==> src/design/vosf_pkg.sv <==
// Constants and types for the output-voltage setpoint and over-voltage register bank
`default_nettype none
package vosf_pkg;
    localparam int CLK_FREQ_KHZ      = 200000;
    localparam int US_PER_MS         = 1000;
    localparam int SLEW_TICK_US      = 1;
    localparam int SLEW_TICK_CYCLES  = CLK_FREQ_KHZ * SLEW_TICK_US / US_PER_MS;
    localparam int RETRY_UNIT_MS     = 35;
    localparam int RETRY_UNIT_CYCLES = RETRY_UNIT_MS * CLK_FREQ_KHZ;
    localparam int TRIM_LIMIT_MV     = 150;
    localparam int MV_PER_V          = 1000;
    localparam int CEIL_PERCENT      = 115;
    localparam int PERCENT_BASE      = 100;
    localparam int FREQ_MIN_KHZ      = 200;
    localparam int FREQ_MAX_KHZ      = 640;
    localparam int PHASE_STEPS       = 256;
    localparam int RAILS_WHEN_ZERO   = 16;
    localparam int MAX_SLEW_SHIFT    = 20;
    localparam int OFFSET_MAX        = 32767;
    localparam int STEP_MAX          = 65535;

    localparam logic [7:0] CMD_CLEAR_FAULTS = 8'h03;
    localparam logic [7:0] CMD_SETPOINT     = 8'h21;
    localparam logic [7:0] CMD_TRIM         = 8'h22;
    localparam logic [7:0] CMD_CAL_ADJUST   = 8'h23;
    localparam logic [7:0] CMD_CEILING      = 8'h24;
    localparam logic [7:0] CMD_UPPER_MARGIN = 8'h25;
    localparam logic [7:0] CMD_LOWER_MARGIN = 8'h26;
    localparam logic [7:0] CMD_SLEW_RATE    = 8'h27;
    localparam logic [7:0] CMD_LOAD_LINE    = 8'h28;
    localparam logic [7:0] CMD_SWITCH_RATE  = 8'h33;
    localparam logic [7:0] CMD_PHASE_GROUP  = 8'h37;
    localparam logic [7:0] CMD_OV_THRESHOLD = 8'h40;
    localparam logic [7:0] CMD_OV_REACTION  = 8'h41;

    localparam logic [15:0] WORD_ZERO = 16'h0000;
    localparam logic [15:0] WORD_MAX  = 16'hFFFF;
    localparam logic [7:0]  BYTE_ZERO = 8'h00;

    localparam int RESP_LSB    = 6;
    localparam int RESP_W      = 2;
    localparam int RETRY_LSB   = 3;
    localparam int RETRY_W     = 3;
    localparam int RTIME_LSB   = 0;
    localparam int RTIME_W     = 3;
    localparam int RAILS_LSB   = 4;
    localparam int POS_LSB     = 0;
    localparam int NIBBLE_W    = 4;
    localparam int LIN_EXP_LSB = 11;
    localparam int LIN_EXP_W   = 5;
    localparam int LIN_MANT_W  = 11;

    localparam logic [1:0] RESP_DISABLE_RETRY = 2'h2;
    localparam logic [1:0] MARGIN_LOW_SEL     = 2'h1;
    localparam logic [1:0] MARGIN_HIGH_SEL    = 2'h2;
    localparam logic [2:0] RETRY_NONE         = 3'h0;
    localparam logic [2:0] RETRY_FOREVER      = 3'h7;

    typedef enum logic [1:0] {CMD_READ, CMD_WRITE, CMD_SEND} vosf_kind_type;

    typedef struct packed {
        vosf_kind_type kind;
        logic [7:0]    code;
        logic [15:0]   data;
    } vosf_cmd_type;

    typedef enum logic [1:0] {OV_RUN, OV_WAIT, OV_HOLD} vosf_ov_state_type;

    // Linear word: signed 5-bit exponent over signed 11-bit mantissa
    function automatic int lin_value(logic [15:0] w);
        int e;
        int m;
        e = int'($signed(w[LIN_EXP_LSB +: LIN_EXP_W]));
        m = int'($signed(w[0 +: LIN_MANT_W]));
        return (e >= 0) ? (m <<< e) : (m >>> (-e));
    endfunction
endpackage
`default_nettype wire

==> src/design/vosf_tick_div.sv <==
// Cycle divider giving a one-cycle enable pulse while running
`default_nettype none
module vosf_tick_div #(
    parameter int CYCLES = 200
) (
    input  wire logic clock,
    input  wire logic reset_n,
    input  wire logic run,
    output logic      tick
);
    localparam int CW = (CYCLES > 1) ? $clog2(CYCLES) : 1;

    logic [CW-1:0] count_r;
    wire logic     wrap = (count_r == CW'(CYCLES - 1));

    // Held at zero while idle so every run starts a full period
    always_ff @(posedge clock or negedge reset_n) begin
        if (!reset_n) begin
            count_r <= '0;
            tick    <= 1'b0;
        end else if (!run) begin
            count_r <= '0;
            tick    <= 1'b0;
        end else begin
            count_r <= wrap ? '0 : count_r + 1'b1;
            tick    <= wrap;
        end
    end
endmodule
`default_nettype wire

==> src/design/vosf_ramp.sv <==
// Slew-limited tracker moving a level toward its goal
`default_nettype none
module vosf_ramp #(
    parameter int W = 16
) (
    input  wire logic         clock,
    input  wire logic         reset_n,
    input  wire logic         step_en,
    input  wire logic         follow,
    input  wire logic [W-1:0] goal,
    input  wire logic [W-1:0] step,
    output logic      [W-1:0] level
);
    wire logic         rising  = goal > level;
    wire logic [W-1:0] gap     = rising ? goal - level : level - goal;
    wire logic         overrun = gap <= step;
    wire logic [W-1:0] moved   = rising ? level + step : level - step;

    always_ff @(posedge clock or negedge reset_n) begin
        if (!reset_n) begin
            level <= '0;
        end else if (follow) begin
            level <= goal;
        end else if (step_en && gap != '0) begin
            level <= overrun ? goal : moved;
        end
    end
endmodule
`default_nettype wire

==> src/design/vosf_regs.sv <==
// Setpoint, trim, margin, frequency, phase_group_config and over-voltage register bank
`default_nettype none
module vosf_regs
    import vosf_pkg::*;
#(
    parameter int RETRY_UNIT_CYC = RETRY_UNIT_CYCLES
) (
    input  wire logic         clock,
    input  wire logic         reset_n,
    input  wire logic         cmd_valid,
    input  wire vosf_cmd_type cmd,
    output logic              rsp_valid,
    output logic              rsp_ack,
    output logic       [15:0] rsp_data,
    input  wire logic  [4:0]  vout_exponent,
    input  wire logic  [15:0] setpoint_strap_pin,
    input  wire logic  [1:0]  margin_select,
    input  wire logic         output_on_request,
    input  wire logic         other_fault_shutdown,
    input  wire logic  [15:0] vout_measured,
    output logic              output_enable,
    output logic       [15:0] vout_target,
    output logic              alert_line_n,
    output logic              ov_fault_status,
    output logic       [9:0]  freq_khz,
    output logic       [7:0]  phase_offset,
    output logic       [15:0] droop_slope
);
    logic [15:0] setpoint_r;
    logic [15:0] trim_r;
    logic [15:0] cal_r;
    logic [15:0] ceiling_r;
    logic [15:0] upper_r;
    logic [15:0] lower_r;
    logic [15:0] slew_r;
    logic [15:0] switch_rate_r;
    logic [7:0]  phase_cfg_r;
    logic [15:0] ov_threshold_r;
    logic [7:0]  reaction_r;
    logic [15:0] strap_r;
    logic        strap_taken_r;
    logic        ov_flag_r;
    logic [2:0]  attempts_r;
    logic [2:0]  attempts_nxt;
    logic        in_retry_r;
    logic        in_retry_nxt;
    logic [2:0]  wait_ticks_r;
    logic [16:0] read_sel;
    vosf_ov_state_type state_r;
    vosf_ov_state_type state_nxt;

    // Offset limit in output LSBs for the current exponent
    function automatic logic signed [15:0] offset_limit(logic [4:0] ve);
        int e;
        int lim;
        e   = int'($signed(ve));
        lim = (e < 0) ? ((TRIM_LIMIT_MV << (-e)) / MV_PER_V) : 0;
        lim = (lim > OFFSET_MAX) ? OFFSET_MAX : lim;
        return 16'(lim);
    endfunction

    function automatic logic [15:0] sat_offset(logic [15:0] d, logic signed [15:0] lim);
        logic signed [15:0] s;
        s = $signed(d);
        if (s > lim) begin
            return lim;
        end
        if (s < -lim) begin
            return -lim;
        end
        return d;
    endfunction

    // Per-microsecond step in output LSBs; never zero so a ramp always ends
    function automatic logic [15:0] slew_step(logic [15:0] rate, logic [4:0] ve);
        int s;
        int m;
        int v;
        s = int'($signed(rate[LIN_EXP_LSB +: LIN_EXP_W])) - int'($signed(ve));
        m = int'($signed(rate[0 +: LIN_MANT_W]));
        m = (m < 0) ? -m : m;
        s = (s > MAX_SLEW_SHIFT) ? MAX_SLEW_SHIFT : s;
        v = (s >= 0) ? (m << s) : (m >> (-s));
        v = v / US_PER_MS;
        v = (v < 1) ? 1 : ((v > STEP_MAX) ? STEP_MAX : v);
        return 16'(v);
    endfunction

    // Command decode
    wire logic is_write = cmd_valid && cmd.kind == CMD_WRITE;
    wire logic is_read  = cmd_valid && cmd.kind == CMD_READ;
    wire logic do_clear = cmd_valid && cmd.kind == CMD_SEND
                          && cmd.code == CMD_CLEAR_FAULTS;
    wire logic wr_setpoint = is_write && cmd.code == CMD_SETPOINT;
    wire logic wr_trim     = is_write && cmd.code == CMD_TRIM;
    wire logic wr_cal      = is_write && cmd.code == CMD_CAL_ADJUST;
    wire logic wr_ceiling  = is_write && cmd.code == CMD_CEILING;
    wire logic wr_upper    = is_write && cmd.code == CMD_UPPER_MARGIN;
    wire logic wr_lower    = is_write && cmd.code == CMD_LOWER_MARGIN;
    wire logic wr_slew     = is_write && cmd.code == CMD_SLEW_RATE;
    wire logic wr_droop    = is_write && cmd.code == CMD_LOAD_LINE;
    wire logic wr_switch   = is_write && cmd.code == CMD_SWITCH_RATE;
    wire logic wr_phase    = is_write && cmd.code == CMD_PHASE_GROUP;
    wire logic wr_ov_thr   = is_write && cmd.code == CMD_OV_THRESHOLD;
    wire logic wr_reaction = is_write && cmd.code == CMD_OV_REACTION;

    wire logic signed [15:0] off_lim = offset_limit(vout_exponent);

    // Ceiling may never pass 115% of the strapped setpoint
    wire logic [31:0] ceil_full  = 32'(strap_r) * CEIL_PERCENT / PERCENT_BASE;
    wire logic [15:0] ceil_limit = (ceil_full[31:16] != '0) ? WORD_MAX : ceil_full[15:0];
    wire logic [15:0] ceil_write = (cmd.data > ceil_limit) ? ceil_limit : cmd.data;

    // Effective target: margin select, offsets, ceiling clamp
    wire logic [15:0] base_target = (margin_select == MARGIN_HIGH_SEL) ? upper_r
                                  : (margin_select == MARGIN_LOW_SEL)  ? lower_r
                                  : setpoint_r;
    wire logic signed [17:0] cmd_sum = $signed({2'b00, base_target})
                                     + 18'($signed(trim_r))
                                     + 18'($signed(cal_r));
    wire logic signed [17:0] ceil_wide = $signed({2'b00, ceiling_r});
    wire logic [15:0] cmd_target = cmd_sum[17] ? WORD_ZERO
                                 : (cmd_sum > ceil_wide) ? ceiling_r
                                 : cmd_sum[15:0];

    wire logic [15:0] step_lsb = slew_step(slew_r, vout_exponent);

    // Frequency decode and range clamp
    wire integer freq_int = lin_value(switch_rate_r);
    wire integer freq_lim = (freq_int < FREQ_MIN_KHZ) ? FREQ_MIN_KHZ
                          : (freq_int > FREQ_MAX_KHZ) ? FREQ_MAX_KHZ : freq_int;

    // Phase offset in 1/256 of a switching period
    wire logic [3:0] rails_field = phase_cfg_r[RAILS_LSB +: NIBBLE_W];
    wire logic [3:0] pos_field   = phase_cfg_r[POS_LSB +: NIBBLE_W];
    wire integer     rails       = (rails_field == '0) ? RAILS_WHEN_ZERO
                                                       : int'(rails_field);
    wire integer     phase_full  = (int'(pos_field) * PHASE_STEPS) / rails;

    // Over-voltage reaction fields
    wire logic [1:0] resp_mode  = reaction_r[RESP_LSB +: RESP_W];
    wire logic [2:0] retry_set  = reaction_r[RETRY_LSB +: RETRY_W];
    wire logic [2:0] retry_time = reaction_r[RTIME_LSB +: RTIME_W];
    wire logic       ov_trip    = vout_measured > ov_threshold_r;
    wire logic       shut_mode  = resp_mode == RESP_DISABLE_RETRY;
    wire logic [2:0] base_att   = in_retry_r ? attempts_r : 3'h0;
    wire logic       may_retry  = retry_set == RETRY_FOREVER
                                  || (retry_set != RETRY_NONE && base_att < retry_set);
    wire logic       stop_req   = !output_on_request || other_fault_shutdown;
    wire logic       retry_tick;
    wire logic       wait_done  = retry_tick && wait_ticks_r == retry_time;
    wire logic       ov_flag_nxt = ov_trip || (ov_flag_r && !do_clear);

    vosf_tick_div #(
        .CYCLES (RETRY_UNIT_CYC)
    ) u_retry_div (
        .clock   (clock),
        .reset_n (reset_n),
        .run     (state_r == OV_WAIT),
        .tick    (retry_tick)
    );

    wire logic slew_tick;

    vosf_tick_div #(
        .CYCLES (SLEW_TICK_CYCLES)
    ) u_slew_div (
        .clock   (clock),
        .reset_n (reset_n),
        .run     (1'b1),
        .tick    (slew_tick)
    );

    // Jumps straight to target while off; ramps only while running
    vosf_ramp #(
        .W (16)
    ) u_ramp (
        .clock   (clock),
        .reset_n (reset_n),
        .step_en (slew_tick),
        .follow  (!output_enable),
        .goal    (cmd_target),
        .step    (step_lsb),
        .level   (vout_target)
    );

    always_comb begin
        state_nxt    = state_r;
        attempts_nxt = attempts_r;
        in_retry_nxt = in_retry_r;
        unique case (state_r)
            OV_RUN: begin
                if (stop_req) begin
                    in_retry_nxt = 1'b0;
                end
                if (output_enable && ov_trip && shut_mode) begin
                    attempts_nxt = base_att;
                    state_nxt    = may_retry ? OV_WAIT : OV_HOLD;
                end
            end
            OV_WAIT: begin
                if (stop_req) begin
                    state_nxt    = OV_RUN;
                    in_retry_nxt = 1'b0;
                end else if (wait_done) begin
                    state_nxt    = OV_RUN;
                    in_retry_nxt = 1'b1;
                    if (retry_set != RETRY_FOREVER) begin
                        attempts_nxt = attempts_r + 3'h1;
                    end
                end
            end
            OV_HOLD: begin
                if (do_clear) begin
                    state_nxt    = OV_RUN;
                    attempts_nxt = 3'h0;
                    in_retry_nxt = 1'b0;
                end
            end
        endcase
    end

    always_comb begin
        unique case (cmd.code)
            CMD_SETPOINT:     read_sel = {1'b1, setpoint_r};
            CMD_TRIM:         read_sel = {1'b1, trim_r};
            CMD_CAL_ADJUST:   read_sel = {1'b1, cal_r};
            CMD_CEILING:      read_sel = {1'b1, ceiling_r};
            CMD_UPPER_MARGIN: read_sel = {1'b1, upper_r};
            CMD_LOWER_MARGIN: read_sel = {1'b1, lower_r};
            CMD_SLEW_RATE:    read_sel = {1'b1, slew_r};
            CMD_LOAD_LINE:    read_sel = {1'b1, droop_slope};
            CMD_SWITCH_RATE:  read_sel = {1'b1, switch_rate_r};
            CMD_PHASE_GROUP:  read_sel = {1'b1, BYTE_ZERO, phase_cfg_r};
            CMD_OV_THRESHOLD: read_sel = {1'b1, ov_threshold_r};
            CMD_OV_REACTION:  read_sel = {1'b1, BYTE_ZERO, reaction_r};
            default:          read_sel = {1'b0, WORD_ZERO};
        endcase
    end

    wire logic mapped = read_sel[16] && (is_read || is_write);

    // Strap is caught once, on the first edge after reset release
    always_ff @(posedge clock or negedge reset_n) begin
        if (!reset_n) begin
            strap_r       <= WORD_ZERO;
            strap_taken_r <= 1'b0;
        end else if (!strap_taken_r) begin
            strap_r       <= setpoint_strap_pin;
            strap_taken_r <= 1'b1;
        end
    end

    always_ff @(posedge clock or negedge reset_n) begin
        if (!reset_n) begin
            setpoint_r     <= WORD_ZERO;
            trim_r         <= WORD_ZERO;
            cal_r          <= WORD_ZERO;
            ceiling_r      <= WORD_ZERO;
            upper_r        <= WORD_ZERO;
            lower_r        <= WORD_ZERO;
            slew_r         <= WORD_ZERO;
            droop_slope    <= WORD_ZERO;
            switch_rate_r  <= WORD_ZERO;
            phase_cfg_r    <= BYTE_ZERO;
            ov_threshold_r <= WORD_MAX;
            reaction_r     <= BYTE_ZERO;
        end else begin
            if (wr_setpoint) setpoint_r <= cmd.data;
            if (wr_trim) trim_r <= sat_offset(cmd.data, off_lim);
            if (wr_cal) cal_r <= sat_offset(cmd.data, off_lim);
            if (wr_ceiling) ceiling_r <= ceil_write;
            if (wr_upper) upper_r <= cmd.data;
            if (wr_lower) lower_r <= cmd.data;
            if (wr_slew) slew_r <= cmd.data;
            if (wr_droop) droop_slope <= cmd.data;
            if (wr_switch) switch_rate_r <= cmd.data;
            if (wr_phase) phase_cfg_r <= cmd.data[7:0];
            if (wr_ov_thr) ov_threshold_r <= cmd.data;
            if (wr_reaction) reaction_r <= cmd.data[7:0];
        end
    end

    // Set wins over a clear arriving in the same cycle
    always_ff @(posedge clock or negedge reset_n) begin
        if (!reset_n) begin
            state_r         <= OV_RUN;
            attempts_r      <= 3'h0;
            in_retry_r      <= 1'b0;
            ov_flag_r       <= 1'b0;
            ov_fault_status <= 1'b0;
            alert_line_n    <= 1'b1;
            output_enable   <= 1'b0;
        end else begin
            state_r         <= state_nxt;
            attempts_r      <= attempts_nxt;
            in_retry_r      <= in_retry_nxt;
            ov_flag_r       <= ov_flag_nxt;
            ov_fault_status <= ov_flag_nxt;
            alert_line_n    <= !ov_flag_nxt;
            output_enable   <= !stop_req && state_nxt == OV_RUN;
        end
    end

    always_ff @(posedge clock or negedge reset_n) begin
        if (!reset_n) begin
            wait_ticks_r <= 3'h0;
        end else if (state_r != OV_WAIT) begin
            wait_ticks_r <= 3'h0;
        end else if (retry_tick) begin
            wait_ticks_r <= wait_ticks_r + 3'h1;
        end
    end

    always_ff @(posedge clock or negedge reset_n) begin
        if (!reset_n) begin
            freq_khz     <= 10'(FREQ_MIN_KHZ);
            phase_offset <= BYTE_ZERO;
            rsp_valid    <= 1'b0;
            rsp_ack      <= 1'b0;
            rsp_data     <= WORD_ZERO;
        end else begin
            freq_khz     <= 10'(freq_lim);
            phase_offset <= phase_full[7:0];
            rsp_valid    <= cmd_valid;
            rsp_ack      <= mapped || do_clear;
            rsp_data     <= (is_read && read_sel[16]) ? read_sel[15:0] : WORD_ZERO;
        end
    end
endmodule
`default_nettype wire

==> config.mk <==
export PLATFORM = sky130hd
export DESIGN_NAME = vosf_regs
export DESIGN_NICKNAME = d
export VERILOG_FILES = /design/src/design/vosf_pkg.sv /design/src/design/vosf_tick_div.sv /design/src/design/vosf_ramp.sv /design/src/design/vosf_regs.sv
export SDC_FILE = /design/constraint.sdc
export NUM_CORES = 2
export LEC_CHECK = 0
export BUFFER_PORTS_ARGS = -buffer_cell sky130_fd_sc_hd__buf_2
export CORE_MARGIN = 1.5
export CORE_UTILIZATION = 50
export DETAILED_ROUTE_END_ITERATION = 7
export MAX_ROUTING_LAYER = met4
export PLACE_DENSITY = 0.68
export SLEW_MARGIN = 10
export SYNTH_ARGS = -nofsm -noshare
export SYNTH_HDL_FRONTEND = slang
export SYNTH_HIERARCHICAL = 1
export SYNTH_SLANG_ARGS = --single-unit
==> constraint.sdc <==
create_clock -name clock -period 62.4 [get_ports clock]
set_input_delay 9.36 -clock clock [delete_from_list [all_inputs] [get_ports clock]]
set_output_delay 9.36 -clock clock [all_outputs]
set_load 0.01 [all_outputs]
==> impl_results.md <==
* Max Cap Viol at 0
* Detailed Route WL at 186600 µm
* I/O pins at 141
* Hpwl dp at 146000 µm
* Antenna Violating Nets Remaining at 0
* First DRT Iteration DRCs at 5488
* Post-Layout Inst Area at 60530 µm²
* Max Buffers Root-to-Sink at 3
* First-pass GRT wire length at 293200 µm
* Wire length per cell at 20.70 µm
* CTS Buf Count at 39
* Dpl cells at 8864
* Fraction of layout cells with a size suffix above 1 at 15.50%
* Period utilization at 94.83%
* Largest net degree at the start of global routing at 85
* Most frequent CP cell: o21a_1
* PnR worst setup slack at 3.224 ns
* Max reg flops at 23
* Crit. End Element: flip-flop
* Count of synthesis-stage warnings from yosys at 6
* Slew Limit Fails at 0
* Slew margin rel. at 20.82%
* Final setup vio count at 0
* Critical-path maximum fanout at 19
* # DRC at 3
* Worst path slowest cell: or4b_4
* Core area at 108900 µm²
* Antenna violations before repair at 5
* Row count at 121
* Most area-consuming cells after synthesis: dfrtp_1, ha_1, xnor2_1, nor2_1, nand2_1
* Drt first pass iters at 8
* Dominant cell type by area after synthesis: dfrtp_1
* CTS Sinks at 290
* Total gr overflow at 0
* Initial Util at 50.42%
* CTS tree: yes
* Root Buffer Master: clkbuf_16
* Run status: finished with violations
* Cells after Synth at 7332
* Die Wd at 334.3 µm
* Violated checks: DRC
* Top FF cell, synth: dfrtp_1
* RD Place Congestion at 0.9979
* Worst clock skew at 0.06246 ns
* Startpoint types: flip-flop
* Arrival @ worst endpoint at 59.68 ns
* Required @ worst endpoint at 62.90 ns
* Post-synth EDFFs at 0
* Yosys reg bits at 290
* Number of nets in the layout at 8092
* Crit path largest cell delay at 0.58 ns
* Fill count at 10.44k
* Most flop-heavy register: u_retry_div/count_r
* Worst-path clk slew at 0.06 ns
* Setup Crit Path Kind: flip-flop to flip-flop
* H-tree levels at 2
* Synth-to-layout area growth at 10.29%
* Post-synthesis average cell area at 7.485 µm²
* GRT Overall Usage at 32.68%
* Hold-fix buffers, CTS at 0
* Vias at 58.61k
* Sequential fraction of the synthesis area at 13.27%
* Worst-Skew Late Latency at 0.65 ns
* Synth top area share at 12.31%
* Placed Area at 57970 µm²
* Worst min-delay path class: flip-flop to flip-flop
* Fmax at 16.90 MHz
* Die height at 334.3 µm
* Pre-CTS WS at -1.516 ns
* Slew @ Worst Pin at 1.184 ns
* Via count of the first global-routing pass at 54.05k
* Synthesized area at 54880 µm²
* Endpoints failing hold at 0
* Async S/R FF share, synth at 100.0%
* Synth cell types at 187
* Die area at 111800 µm²
* Post-Layout Cell Count at 9011
* # port buffers at 140
* Via density at 6.504
* Final min period at 59.18 ns
## Yosys cell counts, types with 122 or more instances
master / number
a21oi_1: 440
a31oi_1: 122
clkbuf_1: 164
dfrtp_1: 270
ha_1: 398
inv_1: 323
mux2_2: 207
mux2i_1: 175
nand2_1: 718
nand3_1: 224
nor2_1: 724
nor3_1: 263
o21a_1: 127
o21ai_0: 448
xnor2_1: 321
xor2_1: 140
## worst paths after layout
path                                            startpoint  depth (start not counted)                               to  slack (ns)
max in group asynchronous                          reset_n                          3            freq_khz[2]$_DFF_PN0_       51.23
min                        u_slew_div/count_r[0]$_DFF_PN0_                          1  u_slew_div/count_r[0]$_DFF_PN0_        0.47
min in group asynchronous                          reset_n                          1              ov_flag_r$_DFF_PN0_        8.77
min reg2reg                u_slew_div/count_r[0]$_DFF_PN0_                          1  u_slew_div/count_r[0]$_DFF_PN0_        0.47
max reg2reg                     phase_cfg_r[4]$_DFFE_PN0P_                        309        phase_offset[0]$_DFF_PN0_        3.22
max                             phase_cfg_r[4]$_DFFE_PN0P_                        309        phase_offset[0]$_DFF_PN0_        3.22
## critical path: cells and delay by family, from the launching register on
kind / cells / cell delay [ns]
simple gates: 118 / 21.40
flops: 1 / 0.41
compound gates: 122 / 20.55
buf+inv: 23 / 2.78
mux: 16 / 4.66
fa+ha+maj: 30 / 9.17
## cells in the final DEF (no fill, tap or decap), types with 27 or more instances in the layout
cell	synthesis	final
nand2_1	718	714
nor2_1	724	711
o21ai_0	448	434
a21oi_1	440	418
ha_1	398	388
inv_1	323	321
xnor2_1	321	321
dfrtp_1	270	269
buf_4	23	268
nor3_1	263	257
nand3_1	224	221
mux2_2	207	206
mux2i_1	175	170
xor2_1	140	140
buf_2	16	139
o21a_1	127	125
a31oi_1	122	119
nand2b_1	105	105
nand4_1	99	99
and2_1	89	87
o211ai_1	86	86
a21o_1	86	86
nor2b_1	80	74
o31ai_1	78	73
or2_2	71	69
and3_1	71	69
nor4_1	68	67
a22oi_1	66	66
o22ai_1	65	64
or3_1	63	62
fa_1	60	60
a211oi_1	64	58
o21ai_1	43	47
clkbuf_16	0	39
a221oi_1	38	38
a21boi_0	35	34
o21bai_1	33	33
or4_1	32	31
a21oi_2	12	29
a211o_1	27	27
## through the flow
step                TNS (ns)  hold slack (ns)  utilization [%]
floorplan                  0           0.4319                -
global placement           0           0.4437            53.25
detailed placement    -1.516           0.4595            53.25
CTS                        0           0.4677            54.57
global route         -0.4340           0.5024            55.60
finish                     0           0.4673            55.61
## layer usage
layer	vias to the layer above	GRT usage (%)	part of all wire (%)
li1	27900	-	-
met1	27860	43.24	44
met2	2402	52.02	45
met3	456	3.931	7.0
met4	0	9.932	3.5
met5	-	-	0
## final cells by class
class	instances	area (µm²)	share of cell area [%]
repair buffers	415	2801	4.628
diodes	4	10.01	0.01654
flip-flops and latches	290	7283	12.03
repair inverters	1	5.005	0.008268
inverters	339	1301	2.150
clock inverters	23	347.8	0.5746
clock buffers	47	1036	1.712
well taps	1414	1769	2.923
multi-input cells	6478	45980	75.96
## what timing repair did
| item | CTS | global route |
|---|---|---|
| endpoints found under the setup margin | 1 | 3 |
| setup buffers | 2 | 68 |
| cloned | 1 | 2 |
| gates resized for setup | 10 | 138 |
| pin swaps | 3 | 53 |
| hold endpoints to repair | 0 | 0 |
## cell families after synthesis
family	synth area share, %
AO/OA/AOI/OAI	28.04
flip-flops	13.27
other	0.01368
multiplexers	7.986
AND/OR/NAND/NOR	26.87
XOR/XNOR	7.526
buffers and inverters	4.662
adder cells (fa/ha/maj)	11.63
Power is left out: the tool's default activity adds up to more than one toggle a clock period on the data nets, which glitch-free logic cannot reach.
